File: src/inc/fu_pkg.sv
// Package of constants and types for the FIFO serial port.
package fu_pkg;

  // ----------------------------------------------------------------
  // Register map
  // ----------------------------------------------------------------
  localparam logic [7:0] ADDR_SERIAL_LINE_CONFIG = 8'hbc;
  localparam logic [7:0] ADDR_FIFO_LEVEL_THRESHOLD = 8'hbd;
  localparam logic [7:0] ADDR_DATA_BUFFER = 8'hbe;
  localparam logic [7:0] ADDR_DIVISOR_LOW = 8'hc0;
  localparam logic [7:0] ADDR_DIVISOR_HIGH = 8'hc1;
  localparam logic [7:0] ADDR_STATUS = 8'hc2;

  // ----------------------------------------------------------------
  // Field positions of the configuration register
  // ----------------------------------------------------------------
  localparam int CFG_ENABLE_BIT = 7;
  localparam int CFG_TWO_STOP_BIT = 6;
  localparam int CFG_WLS_HI = 5;
  localparam int CFG_WLS_LO = 4;
  localparam int CFG_BREAK_BIT = 3;
  localparam int CFG_ODD_BIT = 2;
  localparam int CFG_PARITY_BIT = 1;
  localparam int CFG_FORCE_ONE_BIT = 0;

  // Status register bit positions.
  localparam int ST_TX_OVF = 0;
  localparam int ST_RX_OVF = 1;
  localparam int ST_RX_UNF = 2;
  localparam int ST_FRAME_ERR = 3;
  localparam int ST_RDA = 4;
  localparam int ST_TRA = 5;

  // ----------------------------------------------------------------
  // Reset values and sizes
  // ----------------------------------------------------------------
  localparam logic [7:0] CONFIG_RESET = 8'h00;
  localparam logic [15:0] DIVISOR_RESET = 16'h0001;
  localparam logic [3:0] RX_THRESHOLD_RESET = 4'h0;
  localparam logic [3:0] TX_THRESHOLD_RESET = 4'h1;
  localparam int FIFO_DEPTH = 4;
  localparam int FIFO_PTR_W = 2;
  localparam logic [3:0] RX_THRESHOLD_MAX = 4'h3;
  localparam logic [3:0] TX_THRESHOLD_MIN = 4'h1;
  localparam logic [3:0] TX_THRESHOLD_MAX = 4'h4;
  localparam logic [2:0] WORD_BASE_BITS = 3'h4;

  // Serial engine states.
  typedef enum logic [2:0] {
    SER_IDLE = 3'b000,
    SER_START = 3'b001,
    SER_DATA = 3'b010,
    SER_PARITY = 3'b011,
    SER_STOP = 3'b100
  } fu_ser_t;

endpackage

File: src/inc/fu_fifo_if.sv
// Interface carrying one FIFO's push, pop and status between modules.
`timescale 1ns/100ps
interface fu_fifo_if;
  logic push;
  logic [8:0] wdata;
  logic pop;
  logic flush;
  logic [8:0] rdata;
  logic [2:0] level;
  modport owner (input push, input wdata, input pop, input flush, output rdata, output level);
  modport user (output push, output wdata, output pop, output flush, input rdata, input level);
endinterface

File: src/rtl/fu_uart.sv
// Serial transmitter and receiver with four-entry FIFOs and a byte register port.
//
// Summary of operation
// - Four-entry transmit and receive FIFOs.
// - Bit rate from a sixteen-bit divisor.
// - Enable bit gates transmit and receive.
// - Stop select gives two or one stop.
// - Word length codes give 5 to 8 bits.
// - Break holds the line low until cleared.
// - Parity enable; read returns head parity error.
// - Forced parity sends a one bit.
// - Read field reports receive FIFO count.
// - Write-only receive threshold, levels 0 to 3.
// - Read field reports transmit FIFO count.
// - Write-only transmit threshold, levels 1 to 4.
// - Data available when level exceeds threshold.
// - Data buffer reads receive, writes transmit.
// - Rate is clock over divisor; a zero divisor gives 65536 clocks per bit.
// - Disabling flushes FIFOs and clears the FIFO error flags; frame error is kept.
`timescale 1ns/100ps
module fu_uart
  import fu_pkg::*;
(
  input wire logic clk,
  input wire logic rstn,
  input wire logic [7:0] addr,
  input wire logic [7:0] wdata,
  input wire logic wr_strobe,
  input wire logic rd_strobe,
  output logic [7:0] rdata,
  input wire logic rx_pin,
  output logic tx_pin
);

  // ----------------------------------------------------------------
  // State
  // ----------------------------------------------------------------
  typedef struct packed {
    logic [7:0] cfg;
    logic [3:0] rx_thr;
    logic [3:0] tx_thr;
    logic [15:0] divisor;
    logic tx_ovf;
    logic rx_ovf;
    logic rx_unf;
    logic frame_err;
    logic [7:0] rdata;
    logic tx_out;
    logic [1:0] rx_sync;
    fu_ser_t tx_state;
    logic [15:0] tx_cnt;
    logic [2:0] tx_bit;
    logic [7:0] tx_shift;
    logic tx_par;
    fu_ser_t rx_state;
    logic [15:0] rx_cnt;
    logic [2:0] rx_bit;
    logic [7:0] rx_shift;
    logic rx_par;
  } fu_st_t;

  fu_st_t st;
  fu_st_t next_st;
  fu_fifo_if txf ();
  fu_fifo_if rxf ();

  logic enable;
  logic [2:0] last_bit;
  logic [15:0] half_div;
  logic rx_in;
  logic rx_data_available_flag;
  logic tx_room_available_flag;
  logic wr_data;
  logic rd_data;
  logic [7:0] rx_byte;

  // ----------------------------------------------------------------
  // FIFOs
  // ----------------------------------------------------------------
  fu_fifo #(.DEPTH(FIFO_DEPTH)) u_txf (.clk(clk), .rstn(rstn), .f(txf));
  fu_fifo #(.DEPTH(FIFO_DEPTH)) u_rxf (.clk(clk), .rstn(rstn), .f(rxf));

  // Decoded controls shared by both engines.
  always_comb begin
    enable = st.cfg[CFG_ENABLE_BIT];
    last_bit = WORD_BASE_BITS + {1'b0, st.cfg[CFG_WLS_HI:CFG_WLS_LO]};
    half_div = {1'b0, st.divisor[15:1]};
    rx_in = st.rx_sync[1];
    rx_data_available_flag = {1'b0, rxf.level} > st.rx_thr;
    tx_room_available_flag = {1'b0, txf.level} < st.tx_thr;
    wr_data = wr_strobe && (addr == ADDR_DATA_BUFFER);
    rd_data = rd_strobe && (addr == ADDR_DATA_BUFFER);
  end

  // Received byte is masked to the word length before storage.
  always_comb begin
    rx_byte = st.rx_shift >> (3'h7 - last_bit);
  end

  // FIFO strobes; writes to the data buffer fill transmit, reads drain receive.
  always_comb begin
    txf.push = wr_data && enable;
    txf.wdata = {1'b0, wdata};
    txf.flush = !enable;
    txf.pop = ((st.tx_state == SER_IDLE) || ((st.tx_state == SER_STOP)
      && !(st.cfg[CFG_TWO_STOP_BIT] && st.tx_bit == 3'h0))) && enable && !st.cfg[CFG_BREAK_BIT]
      && (txf.level != 3'h0) && (st.tx_cnt == 16'h0000);
    rxf.pop = rd_data;
    rxf.flush = !enable;
    rxf.push = (st.rx_state == SER_STOP) && (st.rx_cnt == 16'h0000) && enable;
    rxf.wdata = {st.cfg[CFG_PARITY_BIT] && !st.cfg[CFG_FORCE_ONE_BIT]
      && st.rx_par, rx_byte};
  end

  // ----------------------------------------------------------------
  // Next state
  // ----------------------------------------------------------------
  always_comb begin
    next_st = st;
    next_st.rx_sync = {st.rx_sync[0], rx_pin};

    // Register writes.
    if (wr_strobe) begin
      unique case (addr)
        ADDR_SERIAL_LINE_CONFIG: begin
          next_st.cfg = wdata;
        end
        ADDR_FIFO_LEVEL_THRESHOLD: begin
          if (wdata[7:4] <= RX_THRESHOLD_MAX) begin
            next_st.rx_thr = wdata[7:4];
          end
          if (wdata[3:0] >= TX_THRESHOLD_MIN && wdata[3:0] <= TX_THRESHOLD_MAX) begin
            next_st.tx_thr = wdata[3:0];
          end
        end
        ADDR_DIVISOR_LOW: begin
          next_st.divisor[7:0] = wdata;
        end
        ADDR_DIVISOR_HIGH: begin
          next_st.divisor[15:8] = wdata;
        end
        ADDR_STATUS: begin
          next_st.frame_err = st.frame_err && !wdata[ST_FRAME_ERR];
        end
        default: begin
        end
      endcase
    end

    // Error flags; a clear by disable wins over a hardware set.
    if (txf.push && txf.level == 3'(FIFO_DEPTH)) begin
      next_st.tx_ovf = 1'b1;
    end
    if (rd_data && rxf.level == 3'h0) begin
      next_st.rx_unf = 1'b1;
    end
    if (rxf.push && rxf.level == 3'(FIFO_DEPTH)) begin
      next_st.rx_ovf = 1'b1;
    end

    // Register reads answer in the following cycle.
    next_st.rdata = 8'h00;
    if (rd_strobe) begin
      unique case (addr)
        ADDR_SERIAL_LINE_CONFIG: begin
          next_st.rdata = st.cfg;
          next_st.rdata[CFG_PARITY_BIT] = rxf.rdata[8] && (rxf.level != 3'h0);
        end
        ADDR_FIFO_LEVEL_THRESHOLD: begin
          next_st.rdata = {1'b0, rxf.level, 1'b0, txf.level};
        end
        ADDR_DATA_BUFFER: begin
          next_st.rdata = rxf.rdata[7:0];
        end
        ADDR_DIVISOR_LOW: begin
          next_st.rdata = st.divisor[7:0];
        end
        ADDR_DIVISOR_HIGH: begin
          next_st.rdata = st.divisor[15:8];
        end
        ADDR_STATUS: begin
          next_st.rdata = {2'b00, tx_room_available_flag, rx_data_available_flag, st.frame_err, st.rx_unf, st.rx_ovf, st.tx_ovf};
        end
        default: begin
          next_st.rdata = 8'h00;
        end
      endcase
    end

    // Transmit engine; each bit lasts divisor clocks.
    if (st.tx_cnt != 16'h0000) begin
      next_st.tx_cnt = st.tx_cnt - 16'h0001;
    end else begin
      unique case (st.tx_state)
        SER_IDLE: begin
          next_st.tx_out = 1'b1;
        end
        SER_START: begin
          next_st.tx_out = st.tx_shift[0];
          next_st.tx_par = st.tx_par ^ st.tx_shift[0];
          next_st.tx_shift = {1'b0, st.tx_shift[7:1]};
          next_st.tx_bit = 3'h0;
          next_st.tx_state = SER_DATA;
          next_st.tx_cnt = st.divisor - 16'h0001;
        end
        SER_DATA: begin
          next_st.tx_cnt = st.divisor - 16'h0001;
          if (st.tx_bit != last_bit) begin
            next_st.tx_out = st.tx_shift[0];
            next_st.tx_par = st.tx_par ^ st.tx_shift[0];
            next_st.tx_shift = {1'b0, st.tx_shift[7:1]};
            next_st.tx_bit = st.tx_bit + 3'h1;
          end else if (st.cfg[CFG_PARITY_BIT]) begin
            next_st.tx_out = st.cfg[CFG_FORCE_ONE_BIT] ? 1'b1 : st.tx_par;
            next_st.tx_state = SER_PARITY;
          end else begin
            next_st.tx_out = 1'b1;
            next_st.tx_bit = 3'h0;
            next_st.tx_state = SER_STOP;
          end
        end
        SER_PARITY: begin
          next_st.tx_out = 1'b1;
          next_st.tx_bit = 3'h0;
          next_st.tx_state = SER_STOP;
          next_st.tx_cnt = st.divisor - 16'h0001;
        end
        SER_STOP: begin
          if (st.cfg[CFG_TWO_STOP_BIT] && st.tx_bit == 3'h0) begin
            next_st.tx_bit = 3'h1;
            next_st.tx_cnt = st.divisor - 16'h0001;
          end else begin
            next_st.tx_state = SER_IDLE;
          end
        end
        default: begin
          next_st.tx_state = SER_IDLE;
        end
      endcase
      // A waiting character starts right after the last stop bit, so no stop bit is stretched.
      if (txf.pop) begin
        next_st.tx_shift = txf.rdata[7:0];
        next_st.tx_par = st.cfg[CFG_ODD_BIT];
        next_st.tx_out = 1'b0;
        next_st.tx_state = SER_START;
        next_st.tx_cnt = st.divisor - 16'h0001;
      end
    end

    // Receive engine; samples mid-bit.
    if (st.rx_cnt != 16'h0000) begin
      next_st.rx_cnt = st.rx_cnt - 16'h0001;
    end else begin
      unique case (st.rx_state)
        SER_IDLE: begin
          if (enable && !rx_in) begin
            next_st.rx_state = SER_START;
            next_st.rx_cnt = half_div;
          end
        end
        SER_START: begin
          next_st.rx_state = rx_in ? SER_IDLE : SER_DATA;
          next_st.rx_cnt = st.divisor - 16'h0001;
          next_st.rx_bit = 3'h0;
          next_st.rx_par = st.cfg[CFG_ODD_BIT];
        end
        SER_DATA: begin
          next_st.rx_shift = {rx_in, st.rx_shift[7:1]};
          next_st.rx_par = st.rx_par ^ rx_in;
          next_st.rx_cnt = st.divisor - 16'h0001;
          next_st.rx_bit = st.rx_bit + 3'h1;
          if (st.rx_bit == last_bit) begin
            next_st.rx_state = st.cfg[CFG_PARITY_BIT] ? SER_PARITY : SER_STOP;
          end
        end
        SER_PARITY: begin
          next_st.rx_par = st.rx_par ^ rx_in; // Left at one when parity is wrong.
          next_st.rx_state = SER_STOP;
          next_st.rx_cnt = st.divisor - 16'h0001;
        end
        SER_STOP: begin
          if (!rx_in) begin
            next_st.frame_err = 1'b1;
          end
          next_st.rx_state = SER_IDLE;
        end
        default: begin
          next_st.rx_state = SER_IDLE;
        end
      endcase
    end

    // Disabling stops both engines and clears the FIFO error flags.
    if (!enable) begin
      next_st.tx_ovf = 1'b0;
      next_st.rx_ovf = 1'b0;
      next_st.rx_unf = 1'b0;
      next_st.tx_state = SER_IDLE;
      next_st.rx_state = SER_IDLE;
      next_st.tx_cnt = 16'h0000;
      next_st.rx_cnt = 16'h0000;
      next_st.tx_out = 1'b1;
    end

    // Break overrides whatever the transmitter drives.
    if (next_st.cfg[CFG_BREAK_BIT]) begin
      next_st.tx_out = 1'b0;
    end else if (st.cfg[CFG_BREAK_BIT] && next_st.tx_state == SER_IDLE) begin
      next_st.tx_out = 1'b1;
    end
  end

  // Registers all state.
  always_ff @(posedge clk or negedge rstn) begin
    if (!rstn) begin
      st <= '0;
      st.cfg <= CONFIG_RESET;
      st.divisor <= DIVISOR_RESET;
      st.rx_thr <= RX_THRESHOLD_RESET;
      st.tx_thr <= TX_THRESHOLD_RESET;
      st.tx_out <= 1'b1;
      st.rx_sync <= 2'b11;
    end else begin
      st <= next_st;
    end
  end

  assign rdata = st.rdata;
  assign tx_pin = st.tx_out;

endmodule

File: src/rtl/fu_fifo.sv
// Small FIFO of nine-bit entries with registered head output.
`timescale 1ns/100ps
module fu_fifo
  import fu_pkg::*;
#(
  parameter int DEPTH = fu_pkg::FIFO_DEPTH
) (
  input wire logic clk,
  input wire logic rstn,
  fu_fifo_if.owner f
);

  typedef struct packed {
    logic [DEPTH-1:0][8:0] mem;
    logic [FIFO_PTR_W-1:0] rd;
    logic [FIFO_PTR_W-1:0] wr;
    logic [2:0] count;
    logic [8:0] head;
  } fu_fifo_st_t;

  fu_fifo_st_t st;
  fu_fifo_st_t next_st;
  logic do_push;
  logic do_pop;

  // Pushes into a full store and pops from an empty one are dropped.
  always_comb begin
    next_st = st;
    do_push = f.push && (st.count != 3'(DEPTH));
    do_pop = f.pop && (st.count != 3'h0);
    if (f.flush) begin
      next_st.rd = '0;
      next_st.wr = '0;
      next_st.count = '0;
    end else begin
      if (do_push) begin
        next_st.mem[st.wr] = f.wdata;
        next_st.wr = st.wr + 1'b1;
      end
      if (do_pop) begin
        next_st.rd = st.rd + 1'b1;
      end
      next_st.count = st.count + 3'(do_push) - 3'(do_pop);
    end
    next_st.head = next_st.mem[next_st.rd];
  end

  // Registers the whole FIFO state.
  always_ff @(posedge clk or negedge rstn) begin
    if (!rstn) begin
      st <= '0;
    end else begin
      st <= next_st;
    end
  end

  assign f.rdata = st.head;
  assign f.level = st.count;

endmodule

File: config.mk
export PLATFORM = sky130hd
export DESIGN_NAME = fu_uart
export DESIGN_NICKNAME = d
export VERILOG_FILES = /design/src/inc/fu_pkg.sv /design/src/inc/fu_fifo_if.sv /design/src/rtl/fu_uart.sv /design/src/rtl/fu_fifo.sv
export SDC_FILE = /design/constraint.sdc
export NUM_CORES = 1
export LEC_CHECK = 0
export ABC_AREA = 0
export CORE_MARGIN = 8
export CORE_UTILIZATION = 35
export DETAILED_ROUTE_END_ITERATION = 12
export DONT_BUFFER_PORTS = 1
export PLACE_DENSITY = 0.58
export SLEW_MARGIN = 20
export SYNTH_ARGS = -nofsm -noshare
export SYNTH_HDL_FRONTEND = slang
export SYNTH_SLANG_ARGS = --single-unit
File: constraint.sdc
create_clock -name clk -period 3.3 [get_ports clk]
set_input_delay 0.33 -clock clk [delete_from_list [all_inputs] [get_ports clk]]
set_output_delay 0.33 -clock clk [all_outputs]
set_load 0.01 [all_outputs]
== Word level (Yosys, flattened, before mapping) ==
Index checks and enable logic that the tools add are counted.

* Add/sub/neg operators: 15
* Reductions and logical operators: 66
* Equal/unequal tests: 37
* $lt $le $gt $ge: 11
* Shift operators: 1
* Mux-type cells: 72
* Bitwise operators: 4

{| class="wikitable"
|+ Operator list
! kind !! count
|-
| $mux 36 || 4
|-
| $mux 19 || 5
|-
| $bwmux 36 || 2
|-
| $pmux 19 s3 || 1
|-
| $eq 8x8->1 const B || 6
|-
| $pmux 8 s6 || 1
|-
| $sub 16x1->16 const B || 3
|-
| $mux 9 || 5
|-
| $mux 8 || 5
|-
| $bmux 9 s2 || 2
|-
| $demux 9 s2 || 2
|-
| $logic_not 16->1 || 2
|-
| $mux 16 || 2
|-
| $pmux 16 s2 || 1
|-
| $reduce_bool 16->1 || 2
|-
| $mux 28 || 1
|-
| $logic_and 1x1->1 || 27
|-
| $mux 3 || 9
|-
| $pmux 9 s2 || 1
|-
| $reduce_and 2->1 || 9
|-
| $mux 1 || 16
|-
| $logic_not 3->1 || 5
|-
| $ne 3x3->1 const B || 5
|-
| $pmux 3 s5 || 1
|-
| 45 further kinds || 89
|}

* Output and inout port bits: 9
* Logic and storage cells: 245
* Register bits after elaboration: 212

== Longest topological paths before layout ==
Gate-level depths: netlist of the first run.

* Depth in word-level cells: 16
* Gate-level depth with buffers: 11

== Hierarchy ==
From an unflattened synthesis of the first run, not the netlist that was laid out.

* Cells, all modules: 1,002
* Area total of the unflattened synthesis: 11,265.8 um^2

{| class="wikitable"
|+ Modules (own cells, without submodules)
! module !! times used !! cells each !! area each (um^2)
|-
| fu_uart || 1 || 666 || 6,348.6
|-
| fu_fifo || 2 || 168 || 2,458.6
|}

== Worst setup path before layout of the first run ==
Ideal clock, no wire load.

* Kind: reg2reg
* Start: register st[43] (netlist bit)
* End: register u_txf.st (netlist bit u_txf.f.level[1])
* Clock period less this slack: 2.559 ns
* Path slack: 0.741 ns
* Required time: 3.181 ns
* Stages on the path, launching flop included: 11
* Arrival: 2.440 ns
* Path through: dfrtp_1 inv_1 ha_1 nor3b_1 nand2_1 nor4_1 ha_1 inv_1 ha_1 fa_1 and2_1

{| class="wikitable"
|+ RTL lines
! what !! RTL line !! source
|-
| start, declared || fu_uart.sv:62 || <nowiki>fu_st_t st;</nowiki>
|-
| start signal, assigned || fu_uart.sv:324 || <nowiki>st <= next_st;</nowiki>
|-
| end signal, assigned || fu_fifo.sv:53 || <nowiki>st <= next_st;</nowiki>
|-
| end, declared || fu_fifo.sv:21 || <nowiki>fu_fifo_st_t st;</nowiki>
|}

==> results of run 1 <==
==> routing by layer <==
metal | GRT usage | vias up
met5 | 0 | -
met4 | 0.04583 | 0
met3 | 0.02542 | 47
met2 | 0.2441 | 197
met1 | 0.2123 | 3996
li1 | - | 3796
==> timing repair <==
item                                    4_1_cts  5_1_grt
endpoints found under the hold margin       276      208
endpoints found under the setup margin        0        1
resized for setup                             0        1
==> cell type report <==
| cell class | instances | area, µm² | area share |
|---|---|---|---|
| Clock buffer | 30 | 674.4 | 0.05469 |
| Antenna cell | 3 | 7.507 | 0.0006088 |
| Sequential cell | 208 | 5211 | 0.4226 |
| Timing Repair Buffer | 40 | 327.8 | 0.02659 |
| Multi-Input combinational cell | 742 | 5234 | 0.4245 |
| Inverter | 45 | 168.9 | 0.01370 |
| Clock inverter | 15 | 211.5 | 0.01715 |
| Tap cell | 396 | 495.5 | 0.04018 |
==> worst min-delay path by stage <==
stage / end / start
after floorplan: enable / rstn
after global placement: u_txf.st[34] / rstn
after detailed placement: u_txf.st[36] / rstn
after CTS: u_txf.st[47] / rstn
after global routing: u_txf.st[44] / rstn
final: u_txf.st[50] / rstn
==> flip-flops by register name, summed over array words and instances (netlist names) <==
name / count
enable: 1
half_div: 15
next_st: 1
rdata: 8
rx_in: 1
st: 82
tx_pin: 1
u_rxf.f.level: 3
u_rxf.f.rdata: 9
u_rxf.st: 40
u_txf.f.level: 3
u_txf.f.rdata: 8
u_txf.st: 36
==> Yosys cell counts (4+ instances only) <==
cell type	instances	area share
sky130_fd_sc_hd__a221oi_1	4	0.0032
sky130_fd_sc_hd__nor3b_1	6	0.0042
sky130_fd_sc_hd__o211a_1	8	0.0074
sky130_fd_sc_hd__clkbuf_1	34	0.012
sky130_fd_sc_hd__nor3_1	20	0.0092
sky130_fd_sc_hd__o22ai_1	4	0.0023
sky130_fd_sc_hd__inv_1	45	0.016
sky130_fd_sc_hd__buf_2	4	0.0018
sky130_fd_sc_hd__xnor2_1	23	0.019
sky130_fd_sc_hd__buf_4	11	0.0076
sky130_fd_sc_hd__nand2_1	89	0.031
sky130_fd_sc_hd__nand4_1	5	0.0029
sky130_fd_sc_hd__o211ai_1	11	0.0076
sky130_fd_sc_hd__o21a_1	8	0.0055
sky130_fd_sc_hd__nor2b_1	10	0.0058
sky130_fd_sc_hd__o31ai_1	6	0.0042
sky130_fd_sc_hd__or2_2	5	0.0029
sky130_fd_sc_hd__a21o_1	5	0.0035
sky130_fd_sc_hd__a31oi_1	10	0.0058
sky130_fd_sc_hd__and2_1	11	0.0063
sky130_fd_sc_hd__a21oi_1	37	0.017
sky130_fd_sc_hd__nand2b_1	9	0.0052
sky130_fd_sc_hd__a32oi_1	9	0.0073
sky130_fd_sc_hd__or3_1	6	0.0035
sky130_fd_sc_hd__a211oi_1	19	0.013
sky130_fd_sc_hd__nand3_1	27	0.012
sky130_fd_sc_hd__dfrtp_1	203	0.47
sky130_fd_sc_hd__nor4_1	14	0.0081
sky130_fd_sc_hd__dfstp_2	5	0.012
sky130_fd_sc_hd__and3_1	10	0.0058
sky130_fd_sc_hd__mux2i_1	57	0.053
sky130_fd_sc_hd__mux2_2	76	0.079
sky130_fd_sc_hd__ha_1	23	0.027
sky130_fd_sc_hd__buf_1	4	0.0014
sky130_fd_sc_hd__nor2_1	86	0.030
sky130_fd_sc_hd__xor2_1	21	0.017
sky130_fd_sc_hd__o21ai_0	58	0.027
sky130_fd_sc_hd__a22oi_1	7	0.0048
sky130_fd_sc_hd__nand4b_1	4	0.0032
sky130_fd_sc_hd__nand3b_1	6	0.0042
==> kinds of logic (layout without fill, tap and decap cells) <==
logic type	after synthesis	in the layout	synth area share
simple gates	331	331	0.1569
compound gates	209	209	0.1266
flops	208	208	0.4802
mux	133	133	0.1314
buf+inv	99	130	0.03920
xor+xnor	44	44	0.03551
fa+ha+maj	25	25	0.03021
other cells	0	3	0
==> stage by stage <==
step / hold WS (ns) / setup slack, ns / cell area [µm²] / utilization
after detailed placement: 0.03872 / 0.2826 / 11320 / 0.3701
final: -0.4963 / 0.5656 / 12330 / 0.4031
after floorplan: 0.03441 / 0.7405 / 10850 / -
after global placement: 0.03948 / 0.3514 / 11320 / 0.3701
after CTS: -0.5200 / 0.2789 / 12320 / 0.4027
after global routing: -0.5207 / 0.2705 / 12330 / 0.4030
==> power breakdown <==
part	total, mW	leakage [nW]	internal, mW	switching, mW
sequential	3.30	2.81	2.88	0.421
combinational	1.84	2.60	0.799	1.04
clock	2.94	0.431	1.84	1.10
total	8.08	5.84	5.52	2.56
==> critical path: cells and delay by family, from the launching register on <==
kind,cells,cell delay (ns)
and+or+nand+nor,4,1.06
adders and majority gates,4,1.03
DFF,1,0.41
buffers and inverters,2,0.12
==> flow_summary.ini, run 1 <==
[status]
status = finished, violations left
violations = hold timing

[power_and_ir_drop]
ir_worst_vdd_uv = 417.3
design_power_total_mw = 8.080
leakage_power_figure_nw = 5.838
pd_cells_mw_per_mm2 = 655.3

[detailed_routing]
final_antenna_net_count = 0
detailroute.via_count = 8036
met3_wirelength_um = 1503
routedLengthMet1_um = 13160
top_signal_layer_used = met4
wl_per_cell_um = 18.95
wl_met2_um = 12690
drc = 0
drt-total-wl_um = 28030
post_drt_via_cell_ratio = 5.433
drt_first_iter_violations = 667
drtPass1Iterations = 5

[setup_path]
critical_path_arrival_ns = 3.15
reg2reg_slack_ns = 0.57
required_ns = 3.71
worst_setup_path_startpoint = st[43]
worstSetupPathType = reg2reg
critical_path.max_stage_delay_ns = 0.41
critPathCapture = u_txf.f.level[1]
startpoint_type = flip-flop
worstReg2RegStart = st[43]
worst-path-max-fanout = 5
reg2reg_to = u_txf.f.level[1]
crit_slowest_cell = sky130_fd_sc_hd__dfrtp_1
timing.critical_path.mode_cell = sky130_fd_sc_hd__ha_1
timing.critical_path.to_type = flip-flop
r2r_cells = 10
timing.critical_path.cells = inv_1 -> ha_1 -> nor3b_2 -> nand2_1 -> nor4_1 -> ha_1 -> inv_1 -> ha_1 -> fa_1 -> and2_1

[place]
placedCellCount = 1420
dp_hpwl_um = 18930
numPortBuffers = 0
gp_congestion = 0.8375

[floorplanning]
top_level_ports = 30
initial_core_util = 0.3548
chip_height_um = 192.1
coreArea_mm2 = 0.03059
floorplan.die.width_um = 192.1
rows = 64
die_area_mm2 = 0.03690

[layout]
area.growth.synth_to_final_pct = 13.62
commonest_non_fill_non_tap_cell_in_the_layout = sky130_fd_sc_hd__dfrtp_1
layout_common_cells = 203 x sky130_fd_sc_hd__dfrtp_1, 89 x sky130_fd_sc_hd__nand2_1, 85 x sky130_fd_sc_hd__nor2_1, 76 x sky130_fd_sc_hd__mux2_2, 58 x sky130_fd_sc_hd__o21ai_0
num-fill-cells = 3006
instances_no_fill = 1479
final_nets = 1108
fraction_of_layout_instances_using_a_drive_strength_above_1 = 0.1667

[grt]
grt_antenna_before_repair = 2
grt_max_degree = 209
number_of_global_route_vias_before_repair = 8043
gr-usage-all-layers = 0.1536
grt.overflow.total = 0
grt_pass1_wl_um = 45370

[timing]
hold_viol_final = 208
finalHoldWorstSlack_ns = -0.4963
skew_ns = 0.009369
final.period_utilization = 0.8286
fin_tns_setup_ns = 0
pin_slew_with_the_least_headroom_to_its_limit_ns = 0.8482
final-max-slew-violation-count = 0
rsz0062_at_grt = false
setup_viol_count_final = 0
maxClockFrequency_mhz = 365.7
timing.max_slew.rel_slack = 0.4345
finalCriticalPeriod_ns = 2.734

[clock_tree]
later_pin_clock_latency_in_the_skew_report_ns = 0.52
post_cts.repair.setup_buffers = 0
clkTransAtPathRegs_ns = 0.06
cts_tree = built
htree_num_levels = 1
root_buffer = sky130_fd_sc_hd__clkbuf_16
clock_path_buffers = 3
tritoncts.num_buffers = 25
cts_sinks = 208
cts_hold_fix_bufs = 11

[synthesis]
post_synth_num_cell_types = 71
synthesis.nets = 1095
number_of_standard_cells_after_synthesis = 1049
avgSynthCellArea_um2 = 10.35
synth_seq_area_share = 0.4802
synth-edff-count = 0
synth_async_sr_flop_share = 1.000
synth.ff_latch_count = 208
ys.flop_type = sky130_fd_sc_hd__dfrtp_1
post_synth_instance_area_mm2 = 0.01085
synth-warning-count = 0

[job]
maxcap_violations = 0

[min_path]
min_path_type = in2async
Power figures use the tool's default switching activity.
==> run 2: changes to the inputs <==
Settings changed: PLACE_DENSITY 0.58 to 0.6.
Clock period 3.3 ns to 2.5 ns, I/O delays scaled along.
==> run 2 against run 1 <==
Compared with the run above:
- the run still ends with hold timing left
- clock-buffer cell count up 1
- power up 37%
- sequential cell count unchanged
- cell area up 4.6%
- sequential share of layout area down 1.8 points
- global-route usage up 0.12 points
- critical endpoint unchanged
- largest cell class unchanged
==> flow_summary.ini, run 2 (synthesis results as in run 1) <==
[status]
status = finished, violations left
violations = hold timing

[setup_path]
reg2reg_to = u_txf.f.level[1]
reg2reg_slack_ns = 0.11
worst-path-max-fanout = 2
startpoint_type = flip-flop
critical_path_arrival_ns = 2.81
required_ns = 2.92
worstSetupPathType = reg2reg
r2r_cells = 9
worstReg2RegStart = st[50]
timing.critical_path.to_type = flip-flop

[detailed_routing]
final_antenna_net_count = 0
drt-total-wl_um = 28600
detailroute.via_count = 8241
drt_first_iter_violations = 460
post_drt_via_cell_ratio = 5.362
wl_per_cell_um = 18.61
drtPass1Iterations = 5
drc = 0

[layout]
area.growth.synth_to_final_pct = 18.84
fraction_of_layout_instances_using_a_drive_strength_above_1 = 0.2211
final_nets = 1168
largest-register = st
commonest_non_fill_non_tap_cell_in_the_layout = sky130_fd_sc_hd__dfrtp_1
layout_common_cells = 202 x sky130_fd_sc_hd__dfrtp_1, 86 x sky130_fd_sc_hd__buf_4, 85 x sky130_fd_sc_hd__nor2_1, 85 x sky130_fd_sc_hd__nand2_1, 76 x sky130_fd_sc_hd__mux2_2
flip_flop_count_of_the_largest_register_all_copies_and_words_added = 82
num-fill-cells = 2968
layout_top_registers = st x82, u_rxf.st x40, u_txf.st x36

[power_and_ir_drop]
sw_frac_of_total = 0.3191
comb_power_share = 0.275
power_frac_seq = 0.380
ir_worst_vdd_uv = 480.7
design_power_total_mw = 11.09
leakage_power_figure_nw = 6.160
switching_power_mw = 3.539
pd_cells_mw_per_mm2 = 859.8
internal_power_mw = 7.550
portion_of_total_power_attributed_to_the_clock_network = 0.345

[min_path]
min_path_type = in2async

[job]
maxcap_violations = 0

[timing]
skew_ns = 0.01342
timing.max_slew.rel_slack = 0.6146
setup_viol_count_final = 0
final-max-slew-violation-count = 0
rsz0062_at_grt = true
hold_viol_final = 208
finalCriticalPeriod_ns = 2.389
final.period_utilization = 0.9555
pin_slew_with_the_least_headroom_to_its_limit_ns = 0.5755
fin_tns_setup_ns = 0
finalHoldWorstSlack_ns = -0.5756
maxClockFrequency_mhz = 418.6

[grt]
number_of_global_route_vias_before_repair = 8150
grt_pass1_wl_um = 45440
grt_max_degree = 209
gr-usage-all-layers = 0.1548
grt.overflow.total = 0
grt_antenna_before_repair = 1

[floorplanning]
floorplan.die.width_um = 192.1
initial_core_util = 0.3548
coreArea_mm2 = 0.03059
die_area_mm2 = 0.03690
rows = 64
top_level_ports = 30
chip_height_um = 192.1

[clock_tree]
root_buffer = sky130_fd_sc_hd__clkbuf_16
cts_sinks = 208
later_pin_clock_latency_in_the_skew_report_ns = 0.53
cts_tree = built
cts_hold_fix_bufs = 12
clkTransAtPathRegs_ns = 0.06
htree_num_levels = 1
tritoncts.num_buffers = 24
clock_path_buffers = 3

[place]
gp_congestion = 0.8156
numPortBuffers = 0
dp_hpwl_um = 19430
==> run 2: area by class of cell <==
cell class                      instances  area (µm²)  area share
Sequential cell                       208        5213      0.4042
Inverter                               45       168.9     0.01310
Timing Repair Buffer                  101       817.0     0.06335
Multi-Input combinational cell        742        5333      0.4135
Clock buffer                           31       688.2     0.05336
Antenna cell                            1       2.502   0.0001940
Tap cell                              396       495.5     0.03842
Clock inverter                         13       180.2     0.01397
==> run 2: worst max-delay path, cell delays in order, from the launching register on <==
cell	delay, ns
sky130_fd_sc_hd__dfrtp_1	0.41
sky130_fd_sc_hd__nor4_4	0.35
sky130_fd_sc_hd__nand2_2	0.12
sky130_fd_sc_hd__nor4_4	0.32
sky130_fd_sc_hd__buf_4	0.17
sky130_fd_sc_hd__ha_4	0.19
sky130_fd_sc_hd__inv_2	0.04
sky130_fd_sc_hd__ha_2	0.16
sky130_fd_sc_hd__fa_1	0.39
sky130_fd_sc_hd__and2_1	0.14
==> run 2: power groups by stage <==
stage / clock network, mW / logic (mW) / registers (mW)
detailed placement: 0 / 2.91 / 4.24
floorplan: 0 / 1.92 / 4.17
finish: 3.83 / 3.05 / 4.21
global placement: 0 / 2.86 / 4.23
global route: 4.07 / 3.39 / 4.27
CTS: 3.92 / 2.98 / 4.19
==> run 2: how the worst max path moves through the flow <==
stage,startpoint,to,slack [ns],depth (start not counted)
6_report,st[50],u_txf.f.level[1],0.11,9
5_1_grt,st[53],u_txf.f.level[2],0.0005,10
4_1_cts,st[43],u_txf.f.level[1],0.02,11
3_5_place_dp,st[60],u_txf.f.level[1],-0.13,9
3_3_place_gp,st[43],u_txf.f.level[1],-0.02,11
2_1_floorplan,u_rxf.f.level[1],u_rxf.f.level[2],0.0005,9
==> run 2: per-stage QoR <==
step	setup WS, ns	utilization	std cells	cell area, µm²	hold slack [ns]
finish	0.1113	0.4216	1537	12900	-0.5756
detailed placement	-0.1303	0.3856	1479	11800	-0.04051
CTS	0.01843	0.4188	1535	12810	-0.5966
floorplan	0.0004892	-	1049	10860	-0.04559
global placement	-0.02372	0.3856	1479	11800	-0.04049
global route	0.0004552	0.4216	1537	12900	-0.6029
==> run 2: timing repair <==
item | CTS | global route
resized for setup | 4 | 15
gates cloned | 0 | 0
setup endpoints to repair | 2 | 10
endpoints found under the hold margin | 278 | 208
setup buffers | 0 | 1
pin swaps | 0 | 5
==> run 2: routing by layer <==
layer,GRT usage,wire length [µm]
met5,0,0
met2,0.2465,12980
met1,0.2131,13330
met4,0.04377,616
met3,0.02778,1674
==> run 3: changes to the inputs <==
Settings changed: SYNTH_HIERARCHICAL from default to 1.
==> run 3 against run 2 <==
Compared with the run above:
- the flow finishes with violations (hold timing, setup timing)
- core utilization grew 1.1 points
- non-clock buffer count rose by 42
- final cell count decreased by 1.8%
- cell area rose by 5.0%
- first-iteration DRC count increased by 28%
- largest cell class unchanged
- highest routed layer unchanged
==> flow_summary.ini, run 3 <==
[status]
status = finished, violations left
violations = hold timing, setup timing

[timing]
skew_ns = 0.01834
finalCriticalPeriod_ns = 2.961
setup_viol_count_final = 57
hold_viol_final = 208
layout_setup_ws_ns = -0.4607
finalHoldWorstSlack_ns = -0.5578
final-max-slew-violation-count = 0
final.period_utilization = 1.184
rsz0062_at_grt = true
pin_slew_with_the_least_headroom_to_its_limit_ns = 0.7456
timing.max_slew.rel_slack = 0.5018
maxClockFrequency_mhz = 337.8

[clock_tree]
clock_path_buffers = 3
later_pin_clock_latency_in_the_skew_report_ns = 0.54
htree_num_levels = 1
root_buffer = sky130_fd_sc_hd__clkbuf_16
cts_sinks = 208
clkTransAtPathRegs_ns = 0.06
tritoncts.num_buffers = 25
cts_tree = built
cts_hold_fix_bufs = 10

[detailed_routing]
drt-total-wl_um = 28190
drc = 0
drt_first_iter_violations = 589
routedLengthMet1_um = 12700
wl_per_cell_um = 18.68
wl_met2_um = 13980
top_signal_layer_used = met4
drtPass1Iterations = 5
post_drt_via_cell_ratio = 5.154
detailroute.via_count = 7777
final_antenna_net_count = 0
met3_wirelength_um = 789

[power_and_ir_drop]
ir_worst_vdd_uv = 562.4
switching_power_mw = 1.747
portion_of_total_power_attributed_to_the_clock_network = 0.472
pd_cells_mw_per_mm2 = 551.2
sw_frac_of_total = 0.2341
power_frac_seq = 0.460
internal_power_mw = 5.716
comb_power_share = 0.068
leakage_power_figure_nw = 6.463

[layout]
fraction_of_layout_instances_using_a_drive_strength_above_1 = 0.2990
layout_top_registers = st x82, u_rxf/st x40, u_txf/st x36
largest-register = st
num-fill-cells = 2855
area.growth.synth_to_final_pct = 22.54
flip_flop_count_of_the_largest_register_all_copies_and_words_added = 82
utilization = 0.4325
instances_no_fill = 1509
layout_common_cells = 203 x sky130_fd_sc_hd__dfrtp_1, 110 x sky130_fd_sc_hd__buf_4, 78 x sky130_fd_sc_hd__nor2_1, 76 x sky130_fd_sc_hd__mux2i_1, 59 x sky130_fd_sc_hd__mux2_2
commonest_non_fill_non_tap_cell_in_the_layout = sky130_fd_sc_hd__dfrtp_1
final_nets = 1136
antennaDiodeCount = 0

[grt]
grt_antenna_before_repair = 0
grt_max_degree = 209
number_of_global_route_vias_before_repair = 8130
gr-usage-all-layers = 0.1482
grt_pass1_wl_um = 45490
grt.overflow.total = 0

[setup_path]
critical_path_arrival_ns = 3.38
reg2reg_slack_ns = -0.46
timing.critical_path.to_type = flip-flop
r2r_cells = 12
required_ns = 2.91
reg2reg_to = u_rxf/f.level[2]
worst-path-max-fanout = 2
worstReg2RegStart = st[22]
startpoint_type = flip-flop
worstSetupPathType = reg2reg

[synthesis]
synth-warning-count = 6
number_of_standard_cells_after_synthesis = 988
avgSynthCellArea_um2 = 11.18
synthesis.nets = 1034
post_synth_instance_area_mm2 = 0.01105

[place]
dp_hpwl_um = 18400
numPortBuffers = 0
placedCellCount = 1437
gp_congestion = 0.8357

[floorplanning]
die_area_mm2 = 0.03752
top_level_ports = 30
floorplan.die.width_um = 193.7
rows = 65
coreArea_mm2 = 0.03131
chip_height_um = 193.7
initial_core_util = 0.3529

[min_path]
min_path_type = in2async

[job]
maxcap_violations = 0
## run 3: final cells by class
| cell class | count | area [µm²] | share of cell area |
|---|---|---|---|
| Clock buffer | 40 | 732.0 | 0.05405 |
| Clock inverter | 4 | 60.06 | 0.004435 |
| Inverter | 35 | 131.4 | 0.009702 |
| Multi-Input combinational cell | 677 | 5602 | 0.4137 |
| Sequential cell | 208 | 5211 | 0.3848 |
| Tap cell | 402 | 503.0 | 0.03714 |
| Timing Repair Buffer | 143 | 1303 | 0.09618 |
## run 3: worst max-delay path by stage
stage / start / endpoint / slack, ns / depth (start not counted)
finish: st[22] / u_rxf/f.level[2] / -0.46 / 12
global route: st[22] / u_rxf/f.level[2] / -0.55 / 12
global placement: st[23] / u_rxf/f.level[2] / -0.42 / 12
floorplan: st[12] / u_rxf/f.level[2] / -0.55 / 15
CTS: st[13] / u_rxf/f.level[2] / -0.43 / 15
detailed placement: st[23] / u_rxf/f.level[2] / -0.46 / 12
## run 3: stage by stage
step | power, mW | hold WS [ns] | setup TNS (ns) | instance area, µm² | setup slack, ns
finish | 7.464 | -0.5578 | -6.500 | 13540 | -0.4607
global route | 7.729 | -0.5798 | -13.07 | 13540 | -0.5501
CTS | 7.555 | -0.5939 | -6.659 | 13560 | -0.4284
detailed placement | 3.957 | -0.02492 | -8.986 | 12320 | -0.4613
global placement | 3.954 | -0.02516 | -6.807 | 12320 | -0.4202
floorplan | 3.808 | -0.04559 | -11.84 | 11280 | -0.5490
## run 3: critical path, stage by stage, from the launching register on
cell and delay, ns:
sky130_fd_sc_hd__dfrtp_1 0.38, sky130_fd_sc_hd__or4_4 0.56, sky130_fd_sc_hd__nor4_4 0.27, sky130_fd_sc_hd__nand3_2 0.17, sky130_fd_sc_hd__nor2_4 0.17, sky130_fd_sc_hd__nand2b_1 0.09, sky130_fd_sc_hd__ha_1 0.29, sky130_fd_sc_hd__inv_1 0.04
sky130_fd_sc_hd__ha_2 0.16, sky130_fd_sc_hd__fa_2 0.35, sky130_fd_sc_hd__xnor2_2 0.17, sky130_fd_sc_hd__xnor2_1 0.13, sky130_fd_sc_hd__nor2_1 0.05
## run 3: timing repair
item | in CTS | in global routing
setup buffers | 17 | 7
endpoints found under the hold margin | 273 | 208
endpoints found under the setup margin | 58 | 73
resized for setup | 31 | 15
cloned | 5 | 1
pin swaps | 13 | 13
## run 3: metal layers
| layer | up-vias | track usage |
|---|---|---|
| li1 | 3710 | - |
| met1 | 3890 | 0.1913 |
| met2 | 126 | 0.2564 |
| met3 | 51 | 0.01753 |
| met4 | 0 | 0.04618 |
| met5 | - | 0 |
## run 3: power groups by stage
| stage | clock (mW) | sequential, mW | combinational [mW] |
|---|---|---|---|
| 3_5_place_dp | 0 | 3.49 | 0.468 |
| 5_1_grt | 3.75 | 3.43 | 0.553 |
| 3_3_place_gp | 0 | 3.49 | 0.467 |
| 6_report | 3.53 | 3.43 | 0.508 |
| 2_1_floorplan | 0 | 3.48 | 0.325 |
| 4_1_cts | 3.62 | 3.43 | 0.506 |
